## config.mk

```make
export PLATFORM = sky130hd
export DESIGN_NAME = tape_host_handshake
export DESIGN_NICKNAME = d
export VERILOG_FILES = /design/src/common/tape_pkg.sv /design/src/design/sync2.sv /design/src/design/tape_host_handshake.sv
export SDC_FILE = /design/constraint.sdc
export NUM_CORES = 1
export LEC_CHECK = 0
export BUFFER_PORTS_ARGS = -buffer_cell sky130_fd_sc_hd__buf_2
export CAP_MARGIN = 25
export CORE_MARGIN = 1.5
export CORE_UTILIZATION = 55
export DETAILED_ROUTE_END_ITERATION = 10
export GPL_TIMING_DRIVEN = 0
export HOLD_SLACK_MARGIN = 0.1
export PLACE_DENSITY = 0.8
export SLEW_MARGIN = 30
export SYNTH_ARGS = -nofsm -noshare
export SYNTH_HDL_FRONTEND = slang
export SYNTH_HIERARCHICAL = 1
export SYNTH_SLANG_ARGS = --single-unit
```

## constraint.sdc

```tcl
create_clock -name mclk -period 5.2 [get_ports mclk]
set_input_delay 1.04 -clock mclk [delete_from_list [all_inputs] [get_ports mclk]]
set_output_delay 1.04 -clock mclk [all_outputs]
set_load 0.05 [all_outputs]
```

## src/common/tape_pkg.sv

```systemverilog
// Shared constants for the tape host handshake block
package tape_pkg;
  localparam int DATA_W = 8;
  // Command codes presented on the bus
  localparam logic [7:0] CMD_READ_STATUS = 8'hc0;
  // Hold time of the interface reset pulse
  localparam int RESET_PULSE_NS = 25000;
  localparam int CLK_PERIOD_NS = 50;
  localparam int RESET_PULSE_CYC =
    (RESET_PULSE_NS + CLK_PERIOD_NS - 1) / CLK_PERIOD_NS;
  // Count width for the reset pulse timer
  localparam int RST_CNT_W = 10;
  // Operation kinds requested by the user side
  localparam logic [1:0] OP_CMD = 2'h0;
  localparam logic [1:0] OP_WRITE = 2'h1;
  localparam logic [1:0] OP_READ = 2'h2;
endpackage

```

## src/design/sync2.sv

```systemverilog
// Two-stage synchroniser for a bundle of pin inputs
`timescale 1ns/10ps
`default_nettype none
module sync2 #(
  parameter int W = 1
) (
  // Clock and reset
  input wire logic mclk,
  input wire logic rstn,
  // Pins in, synchronised out
  input wire logic [W-1:0] async_in,
  output logic [W-1:0] sync_out
);
  logic [W-1:0] meta;
  logic [W-1:0] next_meta;
  logic [W-1:0] next_sync_out;

  always_comb begin
    next_meta = async_in;
    next_sync_out = meta;
  end

  always_ff @(posedge mclk) begin
    if (!rstn) begin
      meta <= '0;
      sync_out <= '0;
    end else begin
      meta <= next_meta;
      sync_out <= next_sync_out;
    end
  end
endmodule
`default_nettype wire

```

## src/design/tape_host_handshake.sv

```systemverilog
// Host-side handshake controller for a cartridge tape parallel port
`timescale 1ns/10ps
`default_nettype none
// Summary of operation
// - On exception the host issues read status before anything else.
// - Direction signal enables or disables host data bus transceivers.
// - Host deasserts on-line at start of every read or write operation.
// - Host asserts request while a valid command byte is on the bus.
// - Each data item pairs host transfer with drive acknowledge.
module tape_host_handshake #(
  parameter int DATA_W = tape_pkg::DATA_W,
  parameter int RESET_CYC = tape_pkg::RESET_PULSE_CYC
) (
  // Clock and reset
  input wire logic mclk,
  input wire logic rstn,
  // User side: operation request
  input wire logic op_valid,
  input wire logic [1:0] op_kind,
  input wire logic [DATA_W-1:0] op_cmd,
  output logic op_ready,
  // User side: write data stream
  input wire logic wr_valid,
  input wire logic [DATA_W-1:0] wr_data,
  input wire logic wr_last,
  output logic wr_ready,
  // User side: read data stream
  output logic rd_valid,
  output logic [DATA_W-1:0] rd_data,
  input wire logic rd_stop,
  // User side: status and reset
  input wire logic drive_reset_req,
  output logic status_valid,
  output logic [DATA_W-1:0] status_data,
  output logic busy,
  // Drive pins
  input wire logic [DATA_W-1:0] bus_in,
  output logic [DATA_W-1:0] bus_out,
  output logic bus_oe,
  input wire logic tape_ready,
  input wire logic tape_exception,
  input wire logic tape_ack,
  input wire logic tape_dir,
  output logic tape_request,
  output logic tape_xfer,
  output logic tape_online,
  output logic tape_reset
);
  typedef enum logic [3:0] {
    S_IDLE = 4'h0,
    S_RST = 4'h1,
    S_CMD_RDY = 4'h2,
    S_CMD_REQ = 4'h3,
    S_CMD_END = 4'h4,
    S_DAT_RDY = 4'h5,
    S_DAT_XFER = 4'h6,
    S_DAT_REL = 4'h7,
    S_STAT_RDY = 4'h8,
    S_STAT_XFER = 4'h9,
    S_STAT_REL = 4'ha
  } state_t;

  logic [DATA_W-1:0] bus_s;
  logic rdy_s, exp_s, ack_s, dir_s;
  sync2 #(.W(DATA_W + 4)) u_sync (
    .mclk(mclk),
    .rstn(rstn),
    .async_in({bus_in, tape_ready, tape_exception, tape_ack, tape_dir}),
    .sync_out({bus_s, rdy_s, exp_s, ack_s, dir_s})
  );

  state_t state, next_state;
  logic [1:0] kind, next_kind;
  logic [DATA_W-1:0] next_bus_out, next_rd_data, next_status_data;
  logic next_bus_oe, next_request, next_xfer, next_online, next_reset;
  logic next_op_ready, next_wr_ready, next_rd_valid, next_status_valid;
  logic next_busy, last, next_last;
  logic [tape_pkg::RST_CNT_W-1:0] cnt, next_cnt;

  always_comb begin
    next_state = state;
    next_kind = kind;
    next_bus_out = bus_out;
    next_bus_oe = bus_oe;
    next_request = tape_request;
    next_xfer = tape_xfer;
    next_online = tape_online;
    next_reset = 1'b0;
    next_rd_data = rd_data;
    next_status_data = status_data;
    next_last = last;
    next_cnt = cnt;
    next_op_ready = 1'b0;
    next_wr_ready = 1'b0;
    next_rd_valid = 1'b0;
    next_status_valid = 1'b0;
    next_busy = 1'b1;
    case (state)
      S_IDLE: begin
        next_busy = 1'b0;
        next_bus_oe = 1'b0;
        if (exp_s) begin
          next_kind = tape_pkg::OP_CMD;
          next_bus_out = tape_pkg::CMD_READ_STATUS;
          next_state = S_CMD_RDY;
          next_busy = 1'b1;
        end else if (drive_reset_req) begin
          next_cnt = tape_pkg::RST_CNT_W'(RESET_CYC);
          next_reset = 1'b1;
          next_state = S_RST;
          next_busy = 1'b1;
        end else if (op_valid) begin
          next_op_ready = 1'b1;
          next_kind = op_kind;
          next_bus_out = op_cmd;
          next_busy = 1'b1;
          if (op_kind != tape_pkg::OP_CMD) begin
            next_online = 1'b0;
          end else begin
            next_online = 1'b1;
          end
          next_state = S_CMD_RDY;
        end
      end
      S_RST: begin
        next_reset = 1'b1;
        next_cnt = cnt - 1'b1;
        if (cnt <= 1) begin
          next_reset = 1'b0;
          next_state = S_IDLE;
        end
      end
      S_CMD_RDY: begin
        if (rdy_s) begin
          next_bus_oe = 1'b1;
          next_request = 1'b1;
          next_state = S_CMD_REQ;
        end
      end
      S_CMD_REQ: begin
        if (!rdy_s) begin
          next_request = 1'b0;
          next_state = S_CMD_END;
        end
      end
      S_CMD_END: begin
        next_bus_oe = 1'b0;
        next_last = 1'b0;
        // Status byte follows its command
        // Exception drops once the drive sees the command, so not tested
        if (kind == tape_pkg::OP_CMD &&
            bus_out == tape_pkg::CMD_READ_STATUS) begin
          next_state = S_STAT_RDY;
        end else if (kind == tape_pkg::OP_CMD) begin
          next_state = S_IDLE;
        end else begin
          next_state = S_DAT_RDY;
        end
      end
      S_DAT_RDY: begin
        next_bus_oe = !dir_s && kind == tape_pkg::OP_WRITE;
        if (exp_s || last) begin
          next_state = S_IDLE;
        end else if (rdy_s && kind == tape_pkg::OP_WRITE) begin
          next_wr_ready = 1'b1;
          if (wr_valid) begin
            next_bus_out = wr_data;
            next_last = wr_last;
            next_xfer = 1'b1;
            next_state = S_DAT_XFER;
          end
        end else if (rdy_s && (!rd_stop)) begin
          next_xfer = 1'b1;
          next_state = S_DAT_XFER;
        end else if (rd_stop) begin
          next_state = S_IDLE;
        end
      end
      S_DAT_XFER: begin
        if (ack_s) begin
          if (kind == tape_pkg::OP_READ) begin
            next_rd_data = bus_s;
            next_rd_valid = 1'b1;
          end
          next_xfer = 1'b0;
          next_state = S_DAT_REL;
        end
      end
      S_DAT_REL: begin
        if (!ack_s) begin
          next_state = S_DAT_RDY;
        end
      end
      S_STAT_RDY: begin
        next_bus_oe = 1'b0;
        if (rdy_s) begin
          next_xfer = 1'b1;
          next_state = S_STAT_XFER;
        end
      end
      S_STAT_XFER: begin
        if (ack_s) begin
          next_status_data = bus_s;
          next_status_valid = 1'b1;
          next_xfer = 1'b0;
          next_state = S_STAT_REL;
        end
      end
      S_STAT_REL: begin
        if (!ack_s) begin
          next_online = 1'b1;
          next_state = S_IDLE;
        end
      end
      default: begin
        next_state = S_IDLE;
      end
    endcase
  end

  always_ff @(posedge mclk) begin
    if (!rstn) begin
      state <= S_IDLE;
      kind <= tape_pkg::OP_CMD;
      bus_out <= '0;
      bus_oe <= 1'b0;
      tape_request <= 1'b0;
      tape_xfer <= 1'b0;
      tape_online <= 1'b1;
      tape_reset <= 1'b0;
      rd_data <= '0;
      status_data <= '0;
      last <= 1'b0;
      cnt <= '0;
      op_ready <= 1'b0;
      wr_ready <= 1'b0;
      rd_valid <= 1'b0;
      status_valid <= 1'b0;
      busy <= 1'b0;
    end else begin
      state <= next_state;
      kind <= next_kind;
      bus_out <= next_bus_out;
      bus_oe <= next_bus_oe;
      tape_request <= next_request;
      tape_xfer <= next_xfer;
      tape_online <= next_online;
      tape_reset <= next_reset;
      rd_data <= next_rd_data;
      status_data <= next_status_data;
      last <= next_last;
      cnt <= next_cnt;
      op_ready <= next_op_ready;
      wr_ready <= next_wr_ready;
      rd_valid <= next_rd_valid;
      status_valid <= next_status_valid;
      busy <= next_busy;
    end
  end
endmodule
`default_nettype wire

```

==> out/results.txt, run 1 <==
DRC Markers = 0
Max-cap violations = 0
WL final = 7260 um
Crit path required time = 5.42 ns
CTS clk-pin slew, worst paths = 0.08 ns
TNS Setup = 0 ns
Cell taking the most area after synthesis = dfxtp_1
Post-synth EDFFs = 0
R2r setup slk = 3.25 ns
H-tree level count = 3
Clock tree from TritonCTS = done
Avg WL per Cell = 14.5 um
Worst Setup Start Kind = input pin
Slew Viols, Final = 0
Post_cts resized = 0
Post-synth top cells = dfxtp_1, nor2_1, mux2i_1, a21oi_1, nand2_1
Cell variety after synth = 57
R2R Path Start = state[2]
Worst Skew = 0.0142 ns
Cell area after layout = 3840 um^2
Top cells by area, synth = dfxtp_1, mux2i_1, nor2_1
Asr flop ratio synth = 0%
Hold Crit Class = reg2reg
1st-iter DRT viols = 207
Nets = 463
Antenna diode count = 0
Count leader, synth = dfxtp_1
Period utilization = 42.2%
Vias = 2,708
Core footprint = 5570 um^2
Syn Std Cell Area = 3220 um^2
Sequential area share after synthesis = 46.6%
Worst Max-Slew Pin Slew = 0.604 ns
Fin crit period = 2.19 ns
RR Endpoint = rd_data[2]
Sequential Power Share = 42.1%
Number of global-route vias before repair = 2,527
CP max stage cell = nor2b_1
#FFs+latches synth = 75
Outcome = finished clean
Critical path type = in2reg
Gr usage total = 24.2%
Area of the multi-input gates = 1570 um^2
Via density per instance = 5.41
Share of layout cells above drive strength 1 = 29.1%
Clock network power share = 25.0%
Syn. warnings = 6
Initial antenna violation count = 0
Routability cong. = 0.907
HPWL Detailed = 5250 um
First-pass GRT wire length = 11,700 um
Final Hold Vio Count = 0
Post-route worst setup slack = 3.01 ns
Sw power = 0.637 mW
Area Growth Syn to Fin = 19.4%
Reg2Reg Depth = 6
Setup crit end kind = flip-flop
Syn Inst Count = 343
Starting Density = 57.8%
Die area = 6320 um^2
Post-layout util = 68.9%
Largest net degree at the start of global routing = 16
Min-Delay Startpoint = u_sync/meta[7]
Root Driver = clkbuf_8
Hold_buf cts = 0
Crit path max fanout = 6
CTS Sinks = 75
I/O pin total = 71
CP Cell Sequence = buf_2 > nor2b_1 > o2111ai_1 > nor4_1 > xnor2_1 > a21oi_1
Hold path cells = 1
Total grt overflow = 0
Row Count = 27
Clock buffer count from CTS = 9
Worst skew pair latency = 0.36 ns
Placed inst area = 3660 um^2
Static Leak = 1.65 nW
Fill cells = 451
Worst slack, placed = 2.67 ns
DIE WIDTH = 79.5 um
Synth Net Count = 382
Initial DRT Pass Iterations = 4
Combinational share of power = 32.9%
Average size of a mapped cell = 9.39 um^2
Reg area = 1500 um^2
Worst Path Arrival = 2.42 ns
Top_reg_cell synth = dfxtp_1
Final ANT Viol Nets = 0
Switching part of the total power = 38.1%
Worst vdd ir = 240 uV
Die outline height = 79.5 um
Post-CTS setup repair buffer count = 0
Crit-path max cell delay = 0.44 ns
Top-area cell type share of the netlist area = 46.6%
Max Fclk = 456 MHz
Final setup viols = 0
Longest Clk Path Bufs = 2
Cell Int Power = 1.04 mW
Worst Hold End = u_sync/sync_out[7]
RSZ-0062 raised after global routing = no
I/O Buffers = 70
Power Dens Cells = 435 nW/um^2
Max_slew headroom = 59.6%
[worst max path at each step]
stage,cells after the start,startpoint,endpoint
5_1_grt,6,drive_reset_req,cnt[7]
6_report,6,drive_reset_req,cnt[7]
4_1_cts,6,drive_reset_req,cnt[7]
3_3_place_gp,6,drive_reset_req,cnt[7]
3_5_place_dp,6,drive_reset_req,cnt[7]
2_1_floorplan,5,drive_reset_req,cnt[7]
[final cells by class]
class	instances	share of cell area [%]
repair buffers	70	9.12
inverters	8	0.782
clock buffers	9	3.22
plain buffers	22	3.00
multi-input cells	238	40.9
clock inverters	7	1.53
well taps	72	2.34
flip-flops and latches	75	39.1
[per-stage QoR]
step / instances / total power [mW] / hold slack, ns
final: 501 / 1.67 / 0.438
after global routing: 501 / 1.76 / 0.467
after detailed placement: 485 / 1.26 / 0.419
after floorplan: 343 / 1.14 / 0.412
after global placement: 485 / 1.24 / 0.417
after CTS: 501 / 1.67 / 0.442
[worst max-delay path, delay by kind of cell]
kind / cells / cell delay (ns)
AO/OA/AOI/OAI: 2 / 0.38
XOR/XNOR: 1 / 0.16
buffers and inverters: 1 / 0.10
AND/OR/NAND/NOR: 2 / 0.74
[registers in the layout, indices dropped and copies added, names as in the netlist]
register,flops
u_sync/meta,12
state,4
rd_data,8
busy,1
status_valid,1
wr_ready,1
u_sync/sync_out,12
tape_reset,1
rd_valid,1
kind,2
bus_out,8
last,1
tape_request,1
status_data,8
tape_online,1
cnt,10
bus_oe,1
tape_xfer,1
op_ready,1
[cells by family after synthesis]
logic type,Yosys count,share of synthesized area (%)
AND/OR/NAND/NOR,133,23.2
flip-flops,75,46.6
AO/OA/AOI/OAI,72,15.5
buffers and inverters,30,4.51
multiplexers,24,7.46
XOR/XNOR,7,1.90
adder cells (fa/ha/maj),2,0.777
[power by group through the flow]
stage,Sequential [mW],Clock [mW],Combinational (mW)
3_5_place_dp,0.716,0,0.543
5_1_grt,0.711,0.451,0.597
2_1_floorplan,0.780,0,0.356
6_report,0.703,0.419,0.550
3_3_place_gp,0.711,0,0.531
4_1_cts,0.703,0.423,0.545
[per-layer routing]
metal,GRT usage [%],routed length (um),up-vias
met5,0,0,-
met2,40.8,3490,87
li1,-,-,1363
met3,5.26,343,16
met1,29.2,3270,1242
met4,11.2,160,0
[layout by cell type (no fill, tap or decap), drive strengths merged, types with 3 or more instances in the layout]
cell     netlist  final
xnor2          5      5
clkbuf        12     21
a21oi         20     20
nand4          3      3
o211ai         6      6
nand2b         3      3
inv            8     12
nor2b          5      5
dfxtp         75     75
o2111ai        3      3
a211oi         8      8
mux2i         24     24
nand2         19     19
nor3           8      8
nor2          45     45
nor3b          6      6
nor4           6      6
and2          26     26
buf           10     80
a22oi          3      3
o21ai         16     16
No activity file was read; power rests on OpenSTA's default activity.
==> inputs of run 2 (changes only) <==
--- a/config.mk
+++ b/config.mk
@@ -8,11 +8,11 @@
 export BUFFER_PORTS_ARGS = -buffer_cell sky130_fd_sc_hd__buf_2
 export CAP_MARGIN = 25
 export CORE_MARGIN = 1.5
-export CORE_UTILIZATION = 55
+export CORE_UTILIZATION = 54
 export DETAILED_ROUTE_END_ITERATION = 10
 export GPL_TIMING_DRIVEN = 0
 export HOLD_SLACK_MARGIN = 0.1
-export PLACE_DENSITY = 0.8
+export PLACE_DENSITY = 0.78
 export SLEW_MARGIN = 30
 export SYNTH_ARGS = -nofsm -noshare
 export SYNTH_HDL_FRONTEND = slang
==> constraint.sdc (replaced) <==
create_clock -name mclk -period 2.2 [get_ports mclk]
set_input_delay 0.44 -clock mclk [delete_from_list [all_inputs] [get_ports mclk]]
set_output_delay 0.44 -clock mclk [all_outputs]
set_load 0.05 [all_outputs]
==> out/results.txt, run 2 (synthesized netlist as in run 1, its figures left out) <==
Outcome = finished clean
Initial antenna violation count = 0 (unchanged)
CP delay by family, top = simple AND/OR/NAND/NOR gates
DIE WIDTH = 80.2 um (+0.89%)
Met2 routed WL = 3620 um (+4.0%)
Worst Setup Start Kind = flip-flop
Reg2Reg Depth = 6 (unchanged)
Clock tree from TritonCTS = done
Worst slack, placed = 0.307 ns (-2.37 ns)
Routability cong. = 0.895 (-1.3%)
Nets = 463 (unchanged)
Critical path type = reg2reg
Via density per instance = 5.54 (+2.5%)
DRC Markers = 0 (unchanged)
H-tree level count = 3 (unchanged)
Fin crit period = 1.92 ns
Worst vdd ir = 595 uV (+150%)
Initial DRT Pass Iterations = 4 (unchanged)
R2r setup slk = 0.28 ns (-2.97 ns)
1st-iter DRT viols = 191 (-7.7%)
RR Endpoint = rd_data[0]
WL met3 = 445 um (+30%)
Root Driver = clkbuf_8
Static Leak = 1.68 nW (+1.3%)
Crit-path max cell delay = 0.52 ns (+0.08 ns)
Row Count = 27 (unchanged)
Antenna diode count = 0 (unchanged)
Commonest non-fill, non-tap cell in the layout = buf_2
Power Dens Cells = 1070 nW/um^2 (+150%)
Gr usage total = 24.9% (+0.72 points)
Final ANT Viol Nets = 0 (unchanged)
Clock network power share = 29.2% (+4.2 points)
Setup crit end kind = flip-flop
Core footprint = 5640 um^2 (+1.2%)
Total grt overflow = 0 (unchanged)
Cell area after layout = 3890 um^2 (+1.3%)
Worst Skew = 0.00844 ns (-0.00577 ns)
Min-Delay Startpoint = bus_in[5]
Max-cap violations = 0 (unchanged)
Switching part of the total power = 36.0% (-2.1 points)
Clock buffer count from CTS = 9 (unchanged)
Worst hold slack = 0.289 ns (-0.150 ns)
CP max stage cell = nor3_4
Largest net degree at the start of global routing = 16 (unchanged)
Largest registers = u_sync/meta x12, u_sync/sync_out x12, cnt x10
Post-route worst setup slack = 0.280 ns (-2.73 ns)
Max Fclk = 521 MHz
Number of global-route vias before repair = 2,603 (+3.0%)
Crit path required time = 2.43 ns (-2.99 ns)
Share of layout cells above drive strength 1 = 29.1% (unchanged)
Hold_buf cts = 0 (unchanged)
RSZ-0062 raised after global routing = no
CP Buf/Inv Count = 1 (unchanged)
Worst Max-Slew Pin Slew = 0.581 ns (-0.0224 ns)
Final Hold Vio Count = 0 (unchanged)
Combinational share of power = 31.0% (-1.9 points)
Hold path cells = 2 (+1)
Post-CTS setup repair buffer count = 0 (unchanged)
HPWL Detailed = 5330 um (+1.6%)
Avg WL per Cell = 14.9 um (+3.0%)
Reg area = 1500 um^2 (unchanged)
CTS clk-pin slew, worst paths = 0.08 ns (about the same)
Period utilization = 87.3%
Most frequent cells in the layout = buf_2, dfxtp_1, nor2_1, mux2i_1, a21oi_1
First-pass GRT wire length = 12,100 um (+3.9%)
CP Cell Sequence = buf_2 > nor2b_1 > nand2_1 > nor3_4 > mux2i_1 > nor2_1
CTS Sinks = 75 (unchanged)
I/O pin total = 71 (unchanged)
Sequential Power Share = 39.7% (-2.4 points)
Max_slew headroom = 61.2% (+1.6 points)
Post_cts resized = 0 (unchanged)
Worst Path Arrival = 2.15 ns (-0.27 ns)
Metal-1 WL = 3240 um (-0.89%)
Cell Int Power = 2.68 mW (+160%)
Fill cells = 465 (+3.1%)
Longest Clk Path Bufs = 2 (unchanged)
Crit path max fanout = 10 (+4)
Worst Hold End = u_sync/meta[9]
Die outline height = 80.2 um (+0.89%)
Hold Crit Class = in2reg
I/O Buffers = 70 (unchanged)
WL final = 7470 um (+3.0%)
Sw power = 1.50 mW (+140%)
Area Growth Syn to Fin = 20.9%
Die area = 6430 um^2 (+1.8%)
R2R Path Start = state[1]
Slew Viols, Final = 0 (unchanged)
Starting Density = 57.1% (-0.69 points)
DR top layer = met4
Final setup viols = 0 (unchanged)
Placed inst area = 3660 um^2 (unchanged)
Area of the multi-input gates = 1570 um^2 (unchanged)
Vias = 2,775 (+2.5%)
Worst skew pair latency = 0.36 ns (about the same)
TNS Setup = 0 ns (unchanged)
run 2: changes by cell type in the layout (fill, tap and decap cells not counted), sizes merged:
cell,before,now
bufinv,0,2
clkinv,2,0
run 2: power groups by stage:
stage / clock [mW] / sequential (mW) / combinational [mW]
floorplan: 0 / 1.84 / 0.840
global placement: 0 / 1.68 / 1.26
detailed placement: 0 / 1.69 / 1.28
CTS: 1.23 / 1.66 / 1.29
global route: 1.29 / 1.68 / 1.42
finish: 1.22 / 1.66 / 1.30
run 2: how the worst max path moves through the flow:
stage,startpoint,endpoint,slack [ns],cells past startpoint
2_1_floorplan,cnt[4],state[1],0.53,4
4_1_cts,state[1],rd_data[0],0.28,6
3_3_place_gp,drive_reset_req,cnt[7],0.32,6
5_1_grt,state[1],rd_data[3],0.07,6
3_5_place_dp,state[1],bus_out[3],0.31,7
6_report,state[1],rd_data[0],0.28,6
run 2: cell type report:
type	instances	share of cell area, %
Inverter	8	0.772
Clock inverter	7	2.77
Sequential cell	75	38.6
Timing Repair Buffer	70	9.00
Clock buffer	9	3.18
Tap cell	72	2.32
Buffer	22	2.96
Multi-Input combinational cell	238	40.4
run 2: stage by stage:
stage / power (mW) / util, % / std cells
after detailed placement: 2.97 / 64.9 / 485
after CTS: 4.18 / 69.0 / 501
after global routing: 4.40 / 69.0 / 501
final: 4.18 / 69.0 / 501
after floorplan: 2.68 / - / 343
after global placement: 2.94 / 64.9 / 485
run 2: per-layer routing:
layer	GRT usage (%)	up-vias
met3	6.59	18
met5	0	-
li1	-	1363
met1	30.9	1301
met2	40.6	93
met4	10.7	0
